===== config.mk =====
export PLATFORM = sky130hd
export DESIGN_NAME = crgc_top
export DESIGN_NICKNAME = d
export VERILOG_FILES = /design/src/design/crgc_pkg.sv /design/src/design/crgc_top.sv
export SDC_FILE = /design/constraint.sdc
export NUM_CORES = 1
export LEC_CHECK = 0
export ABC_AREA = 1
export BUFFER_PORTS_ARGS = -buffer_cell sky130_fd_sc_hd__buf_2
export CORE_ASPECT_RATIO = 1.5
export CORE_MARGIN = 3
export CORE_UTILIZATION = 30
export CTS_BUF_LIST = sky130_fd_sc_hd__clkbuf_4 sky130_fd_sc_hd__clkbuf_8
export DETAILED_ROUTE_END_ITERATION = 10
export SYNTH_ARGS = -nofsm -noshare
export SYNTH_HDL_FRONTEND = slang
export SYNTH_SLANG_ARGS = --single-unit
export TNS_END_PERCENT = 1

===== constraint.sdc =====
create_clock -name CLK -period 1.5 [get_ports CLK]
set_input_delay 0.075 -clock CLK [delete_from_list [all_inputs] [get_ports CLK]]
set_output_delay 0.075 -clock CLK [all_outputs]
set_load 0.005 [all_outputs]

===== src/design/crgc_pkg.sv =====
// constants for the clock recovery loop gain configuration block
//
// Summary of operation
// Bits 7:6 of the loop configuration, reset 01, pick the pre-sync integral gain as 1x to 4x Ki.
// Bits 5:4, reset 10, pick the pre-sync proportional gain as 1x to 4x Kp.
// Bit 3, reset 1, makes the post-sync integral gain Ki/2 when set, else keeps the pre-sync one.
// Bit 2, reset 1, makes the post-sync proportional gain Kp when set, else keeps the pre-sync one.
// Bits 1:0, reset 00, set the saturation point of data rate offset compensation.
// Saturation code 00 disables compensation and 01, 10, 11 allow 3.125, 6.25 and 12.5 percent.
// With the gating bit set, both loops stay frozen until carrier sense has been seen.
// Each new reception starts on the pre-sync gains unless sync asserts in its start cycle, and moves to post-sync in the cycle sync asserts.
package crgc_pkg;
	//----------------------------------------------------------------
	// register map
	//----------------------------------------------------------------
	localparam logic [7:0] CRGC_OFS_CONFIG = 8'h00;
	localparam logic [7:0] CRGC_OFS_CONTROL = 8'h04;
	localparam logic [7:0] CRGC_OFS_STATUS = 8'h08;
	localparam logic [7:0] CRGC_CONFIG_RESET = 8'h6c;
	localparam logic [7:0] CRGC_CONTROL_RESET = 8'h20;
	//----------------------------------------------------------------
	// field positions
	//----------------------------------------------------------------
	localparam int CRGC_PRE_KI_LSB = 6;
	localparam int CRGC_PRE_KP_LSB = 4;
	localparam int CRGC_POST_KI_BIT = 3;
	localparam int CRGC_POST_KP_BIT = 2;
	localparam int CRGC_LIMIT_LSB = 0;
	localparam int CRGC_FREEZE_BIT = 5;
	//----------------------------------------------------------------
	// saturation limits in eighths of a percent
	//----------------------------------------------------------------
	localparam logic [6:0] CRGC_LIMIT_NONE = 7'h00;
	localparam logic [6:0] CRGC_LIMIT_3P125 = 7'h19;
	localparam logic [6:0] CRGC_LIMIT_6P25 = 7'h32;
	localparam logic [6:0] CRGC_LIMIT_12P5 = 7'h64;
	// gain multiples: integral in halves of ki, proportional in kp
	localparam logic [3:0] CRGC_KI_HALF = 4'h1;
	localparam logic [2:0] CRGC_KP_BASE = 3'h1;
	//----------------------------------------------------------------
	// ahb codes
	//----------------------------------------------------------------
	localparam logic [1:0] CRGC_HTRANS_NONSEQ = 2'h2;
	localparam logic [1:0] CRGC_HTRANS_SEQ = 2'h3;
endpackage


===== src/design/crgc_top.sv =====
// register slave and gain selection for the clock recovery loop
//
// The register offsets and the AHB-Lite slave port were decided locally.
`timescale 1ns/1ps
module crgc_top
	import crgc_pkg::*;
(
	input wire logic CLK, // 50 mhz clock
	input wire logic RST_N, // async reset, active low
	input wire logic HSEL, // ahb slave select
	input wire logic [31:0] HADDR, // ahb address
	input wire logic [1:0] HTRANS, // ahb transfer type
	input wire logic HWRITE, // ahb write
	input wire logic [2:0] HSIZE, // ahb size, word only
	input wire logic [31:0] HWDATA, // ahb write data
	input wire logic HREADY, // ahb bus ready
	output logic [31:0] HRDATA, // ahb read data
	output logic HREADYOUT, // ahb ready out
	output logic HRESP, // ahb response
	input wire logic RX_START, // pulse, new reception begins
	input wire logic SYNC_DET, // sync word detected
	input wire logic CARRIER_SENSE, // carrier sense indication
	output logic [3:0] INTEG_GAIN, // integral gain in halves of ki
	output logic [2:0] PROP_GAIN, // proportional gain in kp
	output logic RATE_COMP_EN, // rate offset compensation on
	output logic [6:0] RATE_LIMIT, // limit in eighths of a percent
	output logic LOOP_FREEZE // freeze offset and clock loops
);
	//----------------------------------------------------------------
	// state
	//----------------------------------------------------------------
	logic [7:0] config_r, config_nxt;
	logic loop_freeze_until_carrier_r, loop_freeze_until_carrier_nxt;
	logic wr_pend_r, wr_pend_nxt;
	logic [7:0] wr_addr_r, wr_addr_nxt;
	logic [31:0] hrdata_r, hrdata_nxt;
	logic synced_r, synced_nxt;
	logic carrier_seen_r, carrier_seen_nxt;
	logic addr_ok;
	logic post_active;
	logic [1:0] presync_integral_gain_sel;
	logic [1:0] presync_proportional_gain_sel;
	logic postsync_integral_gain_sel;
	logic postsync_proportional_gain_sel;
	logic [1:0] rate_offset_saturation_sel;
	logic [3:0] pre_ki;
	logic [2:0] pre_kp;
	logic [6:0] limit_dec;

	// decode of the saturation code
	function automatic logic [6:0] crgc_limit(input logic [1:0] code);
		case (code)
			2'h0: crgc_limit = CRGC_LIMIT_NONE;
			2'h1: crgc_limit = CRGC_LIMIT_3P125;
			2'h2: crgc_limit = CRGC_LIMIT_6P25;
			default: crgc_limit = CRGC_LIMIT_12P5;
		endcase
	endfunction

	//----------------------------------------------------------------
	// field split
	//----------------------------------------------------------------
	assign presync_integral_gain_sel = config_r[CRGC_PRE_KI_LSB +: 2];
	assign presync_proportional_gain_sel = config_r[CRGC_PRE_KP_LSB +: 2];
	assign postsync_integral_gain_sel = config_r[CRGC_POST_KI_BIT];
	assign postsync_proportional_gain_sel = config_r[CRGC_POST_KP_BIT];
	assign rate_offset_saturation_sel = config_r[CRGC_LIMIT_LSB +: 2];

	//----------------------------------------------------------------
	// ahb slave
	//----------------------------------------------------------------
	assign addr_ok = HSEL && HREADY &&
		(HTRANS == CRGC_HTRANS_NONSEQ || HTRANS == CRGC_HTRANS_SEQ);

	// address phase capture, read data and data phase write
	always_comb begin
		wr_pend_nxt = addr_ok && HWRITE;
		wr_addr_nxt = addr_ok ? HADDR[7:0] : wr_addr_r;
		hrdata_nxt = hrdata_r;
		config_nxt = config_r;
		loop_freeze_until_carrier_nxt = loop_freeze_until_carrier_r;
		if (wr_pend_r) begin
			case (wr_addr_r)
				CRGC_OFS_CONFIG: config_nxt = HWDATA[7:0];
				CRGC_OFS_CONTROL: loop_freeze_until_carrier_nxt =
					HWDATA[CRGC_FREEZE_BIT];
				default: ;
			endcase
		end
		if (addr_ok && !HWRITE) begin
			case (HADDR[7:0])
				CRGC_OFS_CONFIG: hrdata_nxt = {24'h000000, config_nxt};
				CRGC_OFS_CONTROL: hrdata_nxt = {26'h0000000,
					loop_freeze_until_carrier_nxt, 5'h00};
				CRGC_OFS_STATUS: hrdata_nxt = {20'h00000, LOOP_FREEZE,
					post_active, PROP_GAIN, INTEG_GAIN, 1'b0, carrier_seen_r,
					synced_r};
				default: hrdata_nxt = 32'h00000000;
			endcase
		end
	end

	always_ff @(posedge CLK or negedge RST_N) begin
		if (!RST_N) begin
			config_r <= CRGC_CONFIG_RESET;
			loop_freeze_until_carrier_r <= CRGC_CONTROL_RESET[CRGC_FREEZE_BIT];
			wr_pend_r <= 1'b0;
			wr_addr_r <= 8'h00;
			hrdata_r <= 32'h00000000;
		end else begin
			config_r <= config_nxt;
			loop_freeze_until_carrier_r <= loop_freeze_until_carrier_nxt;
			wr_pend_r <= wr_pend_nxt;
			wr_addr_r <= wr_addr_nxt;
			hrdata_r <= hrdata_nxt;
		end
	end

	assign HRDATA = hrdata_r;
	assign HREADYOUT = 1'b1;
	assign HRESP = 1'b0;

	//----------------------------------------------------------------
	// reception tracking
	//----------------------------------------------------------------
	// a new reception clears both flags, a same-cycle event still sets
	always_comb begin
		synced_nxt = synced_r;
		carrier_seen_nxt = carrier_seen_r;
		if (RX_START) begin
			synced_nxt = 1'b0;
			carrier_seen_nxt = 1'b0;
		end
		if (SYNC_DET)
			synced_nxt = 1'b1;
		if (CARRIER_SENSE)
			carrier_seen_nxt = 1'b1;
	end

	always_ff @(posedge CLK or negedge RST_N) begin
		if (!RST_N) begin
			synced_r <= 1'b0;
			carrier_seen_r <= 1'b0;
		end else begin
			synced_r <= synced_nxt;
			carrier_seen_r <= carrier_seen_nxt;
		end
	end

	//----------------------------------------------------------------
	// gain and limit selection
	//----------------------------------------------------------------
	// post-sync gains apply from the sync cycle itself
	assign post_active = (synced_r && !RX_START) || SYNC_DET;
	assign pre_ki = {1'b0, presync_integral_gain_sel, 1'b0} + 4'h2;
	assign pre_kp = {1'b0, presync_proportional_gain_sel} + 3'h1;
	assign limit_dec = crgc_limit(rate_offset_saturation_sel);

	always_comb begin
		INTEG_GAIN = pre_ki;
		PROP_GAIN = pre_kp;
		if (post_active && postsync_integral_gain_sel)
			INTEG_GAIN = CRGC_KI_HALF;
		if (post_active && postsync_proportional_gain_sel)
			PROP_GAIN = CRGC_KP_BASE;
	end

	assign RATE_LIMIT = limit_dec;
	assign RATE_COMP_EN = (rate_offset_saturation_sel != 2'h0);
	// frozen until carrier sense, which releases in its own cycle
	assign LOOP_FREEZE = loop_freeze_until_carrier_r &&
		!carrier_seen_r && !CARRIER_SENSE;
endmodule


==> reports/qor.yml, run 1 <==
cap_viol_max_count: 0
netlist.area_leader.share_pct: 35.7
start_util_pct: 31.8
die_h_um: 103
post-route-period-util_pct: 94.3
place_worst_setup_slack_ps: 120
drt_wl_total_um: 4200
grt_pass1_vias: 1501
fill_cells: 641
htree_num_levels: 2
worstSetupStartpoint: "config_r[0]"
slew_viol_final: 0
clk_latency_ps: 290
detail_route.wl_per_cell_um: 11.6
seq_area_frac_synth_pct: 42.7
reg2regPathDepth: 8
cts_tree: "built"
yosys.area.top_type: "dfrtp_1"
tns_ps: 0
area_delta_synth_final_pct: 21.0
design_area_sq_mm: 0.00229
grt_max_degree: 33
fmax_ghz: 0.707
crit_required_ps: 1420
cts.path.max_buffers: 2
r2r_slack_ps: 130
numCtsBuffers: 5
grt_usage_pct: 12.1
synth_cell_types: 25
ys.warnings.count: 0
power_density_mw_per_mm2: 922
synth_area_leaders: "dfrtp_1 36%, nand2_1 12%, buf_4 9.9%"
end_kind: "output port"
via_per_inst: 4.20
synth_ff_type: "dfrtp_1"
power.leakage_nw: 1.35
crit_path_max_fanout: 3
drtIter0Drc: 90
rr_startpoint: "wr_addr_r[4]"
postPlaceCellArea_sq_mm: 0.00214
yosys-top-cells-count: "61 x nand2_1, 31 x inv_1, 27 x dfrtp_1, 25 x buf_4, 17 x nand3_1"
route.vias.total: 1521
worst-setup-path-type: "flip-flop to output port"
rows: 34
yosysMostFrequentCell: "nand2_1"
hp-class: "primary input to flip-flop"
ir_worst_vdd_mv: 0.430
antenna_left: 0
die_area_sq_mm: 0.00731
hold_viol_final: 0
clockRootBuffer: "clkbuf_8"
worstMarginPinSlew_ps: 724
ios: 127
gp_congestion: 0.692
overflow: 0
io_buffers: 52
maxSlewHeadroom_pct: 51.7
antenna_found_initial: 0
setup_slack_ps: 86.0
synth_seq_cells: 32
grt_pass1_wl_um: 6900
synthArstFlopShare_pct: 100
endpoint: "RATE_LIMIT[5]"
finalSetupViolCount: 0
cts_sinks: 32
drive_above_1_share_pct: 29.0
arrival_ps: 1340
fin_worst_skew_ps: 5.42
diodes: 0
fin_crit_ps: 1410
post_cts_buffers: 0
design.core.area_sq_mm: 0.00596
power_mw: 2.11
synth-edff-count: 0
rsz0062_at_grt: "yes"
finalNetCount: 372
avgSynthCellArea_sq_um: 8.15
timing.rr.end: "HRDATA[2]"
netlist_instances: 232
syn-cell-area_sq_mm: 0.00189
status: "completed"
fp.dieW_um: 70.8
dp_hpwl_um: 3290
clk_pin_slew_ps: 60
critPathLaunchType: "flip-flop"
drc: 0
drtPass1Iterations: 5
==> layer usage <==
| metal | global-route usage, % | vias up | wire [um] |
|---|---|---|---|
| li1 | - | 776 | - |
| met1 | 12.4 | 679 | 1550 |
| met2 | 23.6 | 60 | 2280 |
| met3 | 3.19 | 6 | 307 |
| met4 | 3.91 | 0 | 59 |
| met5 | 0 | - | 0 |
==> final cells by class <==
class	count	area (sq um)	area share [%]
multi-input cells	162	858	37.5
flip-flops and latches	32	807	35.3
repair buffers	57	305	13.3
inverters	31	116	5.08
well taps	72	90.1	3.94
clock buffers	6	76.3	3.34
clock inverters	2	35.0	1.53
==> worst min path at each step <==
stage | startpoint | to | slack [ps] | depth (start not counted)
finish | SYNC_DET | synced_r | 20 | 3
global route | SYNC_DET | synced_r | 20 | 3
CTS | SYNC_DET | synced_r | 1 | 3
detailed placement | RST_N | config_r[1] | 180 | 1
global placement | RST_N | config_r[1] | 180 | 1
floorplan | RST_N | HRDATA[0] | -220 | 0
==> metrics by stage <==
stage / util [%] / hold WS, ps / std cells
3_3_place_gp: 35.9 / 175 / 351
4_1_cts: 38.3 / 1.36 / 362
6_report: 38.4 / 22.1 / 362
3_5_place_dp: 35.9 / 181 / 351
5_1_grt: 38.4 / 18.4 / 362
2_1_floorplan: - / -221 / 252
==> critical path: stages (launching register included) <==
cell and delay [ps]:
dfrtp_1 400, inv_2 70, ha_2 180, or2_2 280, buf_2 130
==> power by group <==
part           internal [mW]  switching, mW
combinational          0.121          0.178
sequential             0.927         0.0438
clock                  0.511          0.329
==> cell families (layout without fill, tap and decap cells) <==
logic type / count (synthesis) / after routing / share of synthesized area (%)
simple gates: 120 / 120 / 32.3
buf+inv: 58 / 96 / 16.5
flops: 32 / 32 / 42.7
compound gates: 14 / 14 / 4.23
fa+ha+maj: 6 / 6 / 3.97
other cells: 2 / 22 / 0.397
==> placed cells by master, fill, tap and decap left out, types with 6 or more instances in the layout <==
cell type / synthesis / layout
nand3_1: 17 / 17
dfrtp_1: 27 / 27
nand3b_1: 6 / 6
conb_1: 2 / 22
buf_2: 0 / 52
nand2_1: 61 / 61
and2_1: 8 / 8
inv_1: 31 / 30
o21ai_0: 9 / 9
nor2_1: 14 / 14
==> flip-flops by register name (all words and copies together), names as in the netlist <==
register and flops:
HRDATA 12, carrier_seen_r 1, config_r 8, loop_freeze_until_carrier_r 1, synced_r 1, wr_addr_r 8, wr_pend_r 1
==> timing repair <==
action,4_1_cts,5_1_grt
resized for setup,0,3
endpoints found under the setup margin,0,4
hold buffers,3,0
endpoints found under the hold margin,29,0
Note: power is estimated with default switching activity, not from simulation.
==> run 2, diff against run 1 <==
CTS_BUF_LIST = sky130_fd_sc_hd__clkbuf_16   (was sky130_fd_sc_hd__clkbuf_4 sky130_fd_sc_hd__clkbuf_8)
==> reports/qor.yml, run 2 (same netlist as run 1, synthesis figures left out) <==
status: "completed"  # unchanged
grt_pass1_wl_um: 6860  # was 6900 um
drc: 0  # unchanged
worst-setup-path-type: "flip-flop to output port"  # unchanged
design.core.area_sq_mm: 0.00596  # unchanged
arrival_ps: 1340  # about the same
gp_congestion: 0.692  # unchanged
drtPass1Iterations: 4  # was 5
worstMarginPinSlew_ps: 724  # about the same
dp_hpwl_um: 3290  # unchanged
critical_path.top_delay_family: "flip-flops"  # unchanged
fp.dieW_um: 70.8  # unchanged
grt_usage_pct: 12.0  # was 12.1%
crit_path_max_fanout: 3  # unchanged
area_delta_synth_final_pct: 23.1  # was 21.0%
grt_pass1_vias: 1499  # was 1501
path_cells: "inv_2, ha_1, or2_2, buf_2"  # was inv_2, ha_2, or2_2, buf_2
clockRootBuffer: "clkbuf_16"  # was clkbuf_8
slew_viol_final: 0  # unchanged
place_worst_setup_slack_ps: 120  # unchanged
hp-class: "primary input to flip-flop"  # unchanged
worstHoldPathCells: 3  # unchanged
cap_viol_max_count: 0  # unchanged
diodes: 0  # unchanged
die_h_um: 103  # unchanged
clk_pin_slew_ps: 50  # was 60 ps
antenna_left: 0  # unchanged
drt_wl_total_um: 4210  # was 4200 um
ir_worst_vdd_mv: 0.430  # about the same
start_util_pct: 31.8  # unchanged
numCtsBuffers: 5  # unchanged
end_kind: "output port"  # unchanged
path_depth: 4  # unchanged
finalSetupViolCount: 0  # unchanged
via_per_inst: 4.24  # was 4.20
critPathMaxStageDelay_ps: 390  # was 400 ps
route.vias.total: 1532  # was 1521
final_common_cell: "nand2_1"  # unchanged
maxSlewHeadroom_pct: 51.7  # about the same
reg2regPathDepth: 8  # unchanged
io_buffers: 52  # unchanged
clk_latency_ps: 270  # was 290 ps
finalNetCount: 371  # was 372
cts.path.max_buffers: 2  # unchanged
post-route-period-util_pct: 94.4  # was 94.3%
fmax_ghz: 0.707  # about the same
cts_sinks: 32  # unchanged
power_mw: 2.40  # was 2.11 mW
overflow: 0  # unchanged
critPathSlowestCell: "dfrtp_1"  # unchanged
fin_worst_skew_ps: 3.01  # was 5.42 ps
grt_max_degree: 33  # unchanged
htree_num_levels: 2  # unchanged
rows: 34  # unchanged
power_density_mw_per_mm2: 1030  # was 922 mW/mm^2
detail_route.wl_per_cell_um: 11.7  # was 11.6 um
critPathLaunchType: "flip-flop"  # unchanged
cts_tree: "built"  # unchanged
drtIter0Drc: 67  # was 90
setup_slack_ps: 84.6  # was 86.0 ps
fin_util_pct: 39.1  # was 38.4%
critPathBufInv: 2  # unchanged
post_cts_buffers: 0  # unchanged
antenna_found_initial: 0  # unchanged
fin_crit_ps: 1420  # was 1410 ps
ios: 127  # unchanged
drive_above_1_share_pct: 28.4  # was 29.0%
layout_common_cells: "61 x nand2_1, 52 x buf_2, 31 x inv_1, 27 x dfrtp_1, 22 x conb_1"  # was 61 x nand2_1, 52 x buf_2, 30 x inv_1, 27 x dfrtp_1, 22 x conb_1
power.leakage_nw: 1.38  # was 1.35 nW
hold_viol_final: 0  # unchanged
crit_required_ps: 1420  # about the same
rsz0062_at_grt: "yes"  # unchanged
largest_reg_flops: 12  # unchanged
die_area_sq_mm: 0.00731  # unchanged
==> run 2: tightest hold or removal path: stages <==
cell	delay (ps)
buf_2	100
inv_1	40
nor2_1	30
==> run 2: path summary, 6_finish.rpt <==
check / start / end / slack (ps)
max: config_r[0] / RATE_LIMIT[5] / 80
min: HWRITE / wr_pend_r / 20
max reg2reg: wr_addr_r[4] / HRDATA[2] / 130
min reg2reg: HRDATA[1] / HRDATA[1] / 480
max in group asynchronous: RST_N / wr_addr_r[0] / 630
min in group asynchronous: RST_N / config_r[1] / 400
==> run 2: cell type report <==
| cell class | count | area [sq um] |
|---|---|---|
| Fill cell | 635 | 3630 |
| Multi-Input combinational cell | 162 | 856 |
| Sequential cell | 32 | 807 |
| Timing Repair Buffer | 56 | 295 |
| Clock buffer | 5 | 125 |
| Inverter | 31 | 116 |
| Tap cell | 72 | 90.1 |
| Clock inverter | 3 | 38.8 |
==> run 2: per-stage QoR <==
stage / hold WS (ps) / cell area [sq um] / std cells / TNS, ps
floorplan: -221 / 1970 / 252 / 0
global placement: 175 / 2140 / 351 / 0
detailed placement: 181 / 2140 / 351 / 0
CTS: 13.6 / 2320 / 361 / 0
global route: 37.5 / 2330 / 361 / -8.85
finish: 19.4 / 2330 / 361 / 0
==> run 2: power by group <==
group          leakage (nW)  internal (mW)  switching, mW
Combinational         0.886          0.119          0.178
Sequential            0.407          0.929         0.0442
Clock                0.0850          0.773          0.360
==> run 2: repair_timing <==
item / 4_1_cts / 5_1_grt
endpoints found under the hold margin: 28 / 0
gates resized for setup: 0 / 2
hold buffers: 2 / 0
endpoints found under the setup margin: 0 / 3
==> run 2: metal layers <==
| layer | vias up | track usage, % | wire [um] |
|---|---|---|---|
| li1 | 779 | - | - |
| met1 | 690 | 12.7 | 1570 |
| met2 | 58 | 23.4 | 2320 |
| met3 | 5 | 3.09 | 282 |
| met4 | 0 | 3.04 | 38 |
| met5 | - | 0 | 0 |
==> run 3, diff against run 2 <==
HOLD_SLACK_MARGIN = 0.02   (was default)
PLACE_DENSITY_LB_ADDON = 0.1   (was default)
RECOVER_POWER = 50   (was default)
==> reports/qor.yml, run 3 (same netlist as run 1, synthesis figures left out) <==
diodes: 0  # unchanged
clk_pin_slew_ps: 50  # about the same
htree_num_levels: 2  # unchanged
route.vias.total: 1497  # was 1532
hp-class: "primary input to flip-flop"  # unchanged
rr_startpoint: "wr_addr_r[7]"  # was wr_addr_r[4]
clk_latency_ps: 270  # about the same
power_density_mw_per_mm2: 1010  # was 1030 mW/mm^2
end_kind: "output port"  # unchanged
die_area_sq_mm: 0.00731  # unchanged
fin_worst_skew_ps: 3.26  # was 3.01 ps
antenna_left: 0  # unchanged
detail_route.wl_per_cell_um: 11.8  # was 11.7 um
fin_crit_ps: 1410  # was 1420 ps
grt_usage_pct: 12.2  # was 12.0%
fin_util_pct: 39.8  # was 39.1%
finalSetupViolCount: 0  # unchanged
drtPass1Iterations: 4  # unchanged
grt_pass1_vias: 1449  # was 1499
dp_hpwl_um: 3330  # was 3290 um
largest_reg_flops: 12  # unchanged
layout_common_cells: "60 x nand2_1, 50 x buf_2, 30 x inv_1, 27 x dfrtp_1, 22 x conb_1"  # was 61 x nand2_1, 52 x buf_2, 31 x inv_1, 27 x dfrtp_1, 22 x conb_1
reg2regPathDepth: 8  # unchanged
rows: 34  # unchanged
area_delta_synth_final_pct: 25.3  # was 23.1%
worst-setup-path-type: "flip-flop to output port"  # unchanged
timing.rr.end: "HRDATA[2]"  # unchanged
multi_input_area_sq_um: 887  # was 856 sq um
cts_tree: "built"  # unchanged
clockRootBuffer: "clkbuf_16"  # unchanged
slew_viol_final: 0  # unchanged
drive_above_1_share_pct: 29.2  # was 28.4%
power.leakage_nw: 1.36  # was 1.38 nW
worstHoldPathCells: 3  # unchanged
grt_pass1_wl_um: 6850  # was 6860 um
critPathLaunchType: "flip-flop"  # unchanged
endpoint: "RATE_LIMIT[5]"  # unchanged
hold_viol_final: 0  # unchanged
cap_viol_max_count: 0  # unchanged
r2r_slack_ps: 120  # was 130 ps
fill_cells: 633  # was 635
status: "completed"  # unchanged
worstSetupStartpoint: "config_r[0]"  # unchanged
maxSlewHeadroom_pct: 45.7  # was 51.7%
gp_congestion: 0.695  # was 0.692
final_cells: 363  # was 361
finalNetCount: 373  # was 371
grt_max_degree: 33  # unchanged
overflow: 0  # unchanged
post-route-period-util_pct: 93.7  # was 94.4%
cts_sinks: 32  # unchanged
dp_cells: 352  # was 351
start_util_pct: 31.8  # unchanged
drtIter0Drc: 40  # was 67
drc: 0  # unchanged
crit_path_max_fanout: 3  # unchanged
post_cts_buffers: 0  # unchanged
drt_wl_total_um: 4270  # was 4210 um
fp.dieW_um: 70.8  # unchanged
crit_required_ps: 1420  # about the same
io_buffers: 52  # unchanged
final_common_cell: "nand2_1"  # unchanged
rsz0062_at_grt: "yes"  # unchanged
ir_worst_vdd_mv: 0.511  # was 0.430 mV
worstMarginPinSlew_ps: 814  # was 724 ps
ios: 127  # unchanged
cts.path.max_buffers: 2  # unchanged
die_h_um: 103  # unchanged
arrival_ps: 1330  # was 1340 ps
fmax_ghz: 0.712  # was 0.707 GHz
numCtsBuffers: 5  # unchanged
antenna_found_initial: 0  # unchanged
design.core.area_sq_mm: 0.00596  # unchanged
regArea_sq_um: 807  # unchanged
via_per_inst: 4.12  # was 4.24
[run 3: changes by cell type in the layout (fill, tap and decap cells not counted), sizes merged]
cell         change
clkbuf           +3
buf              -2
clkinv           +1
dlygate4sd3      +1
inv              -1
[run 3: worst min-delay path by stage]
stage | start | to | slack [ps]
5_1_grt | SYNC_DET | synced_r | 40
2_1_floorplan | RST_N | HRDATA[0] | -220
3_5_place_dp | RST_N | wr_addr_r[7] | 50
3_3_place_gp | RST_N | wr_addr_r[7] | 50
4_1_cts | SYNC_DET | synced_r | 40
6_report | SYNC_DET | synced_r | 40
[run 3: critical path, cell delays in order, from the launching register on]
cell and delay, ps:
dfrtp_1 390, inv_2 70, ha_1 200, or2_2 280, buf_2 130
[run 3: timing repair]
action / CTS / global route
setup endpoints to repair: 0 / 7
gates resized for setup: 0 / 9
hold buffers: 3 / 0
hold endpoints to repair: 34 / 0
[run 3: cell type report]
| cell class | instances | share of cell area (%) |
|---|---|---|
| Inverter | 31 | 4.91 |
| Timing Repair Buffer | 58 | 13.0 |
| Clock buffer | 5 | 5.28 |
| Clock inverter | 3 | 1.58 |
| Multi-Input combinational cell | 162 | 37.4 |
| Tap cell | 72 | 3.80 |
| Sequential cell | 32 | 34.0 |
[run 3: power breakdown]
| part | leakage [nW] | switching, mW | internal [mW] | total [mW] |
|---|---|---|---|---|
| sequential | 0.407 | 0.0464 | 0.929 | 0.976 |
| clock | 0.0789 | 0.346 | 0.770 | 1.12 |
| combinational | 0.878 | 0.183 | 0.125 | 0.309 |
| total | 1.36 | 0.575 | 1.82 | 2.40 |
[run 3: per-stage QoR]
step           hold slack (ps)  total power [mW]  cell area, sq um  TNS, ps  setup slack, ps
2_1_floorplan             -221              1.20              1970        0              302
3_3_place_gp              51.0              1.28              2160        0             76.2
3_5_place_dp              46.3              1.29              2160        0             56.0
4_1_cts                   35.9              2.43              2350        0             37.1
5_1_grt                   42.5              2.53              2370    -9.74            -5.12
6_report                  35.6              2.40              2370        0             94.8
[run 3: metal layers]
metal	share of wire, %	routed length (um)	track usage [%]
met1	38	1640	13.0
met2	55	2330	23.0
met3	5.9	251	3.19
met4	1.2	52	4.34
met5	0	0	0
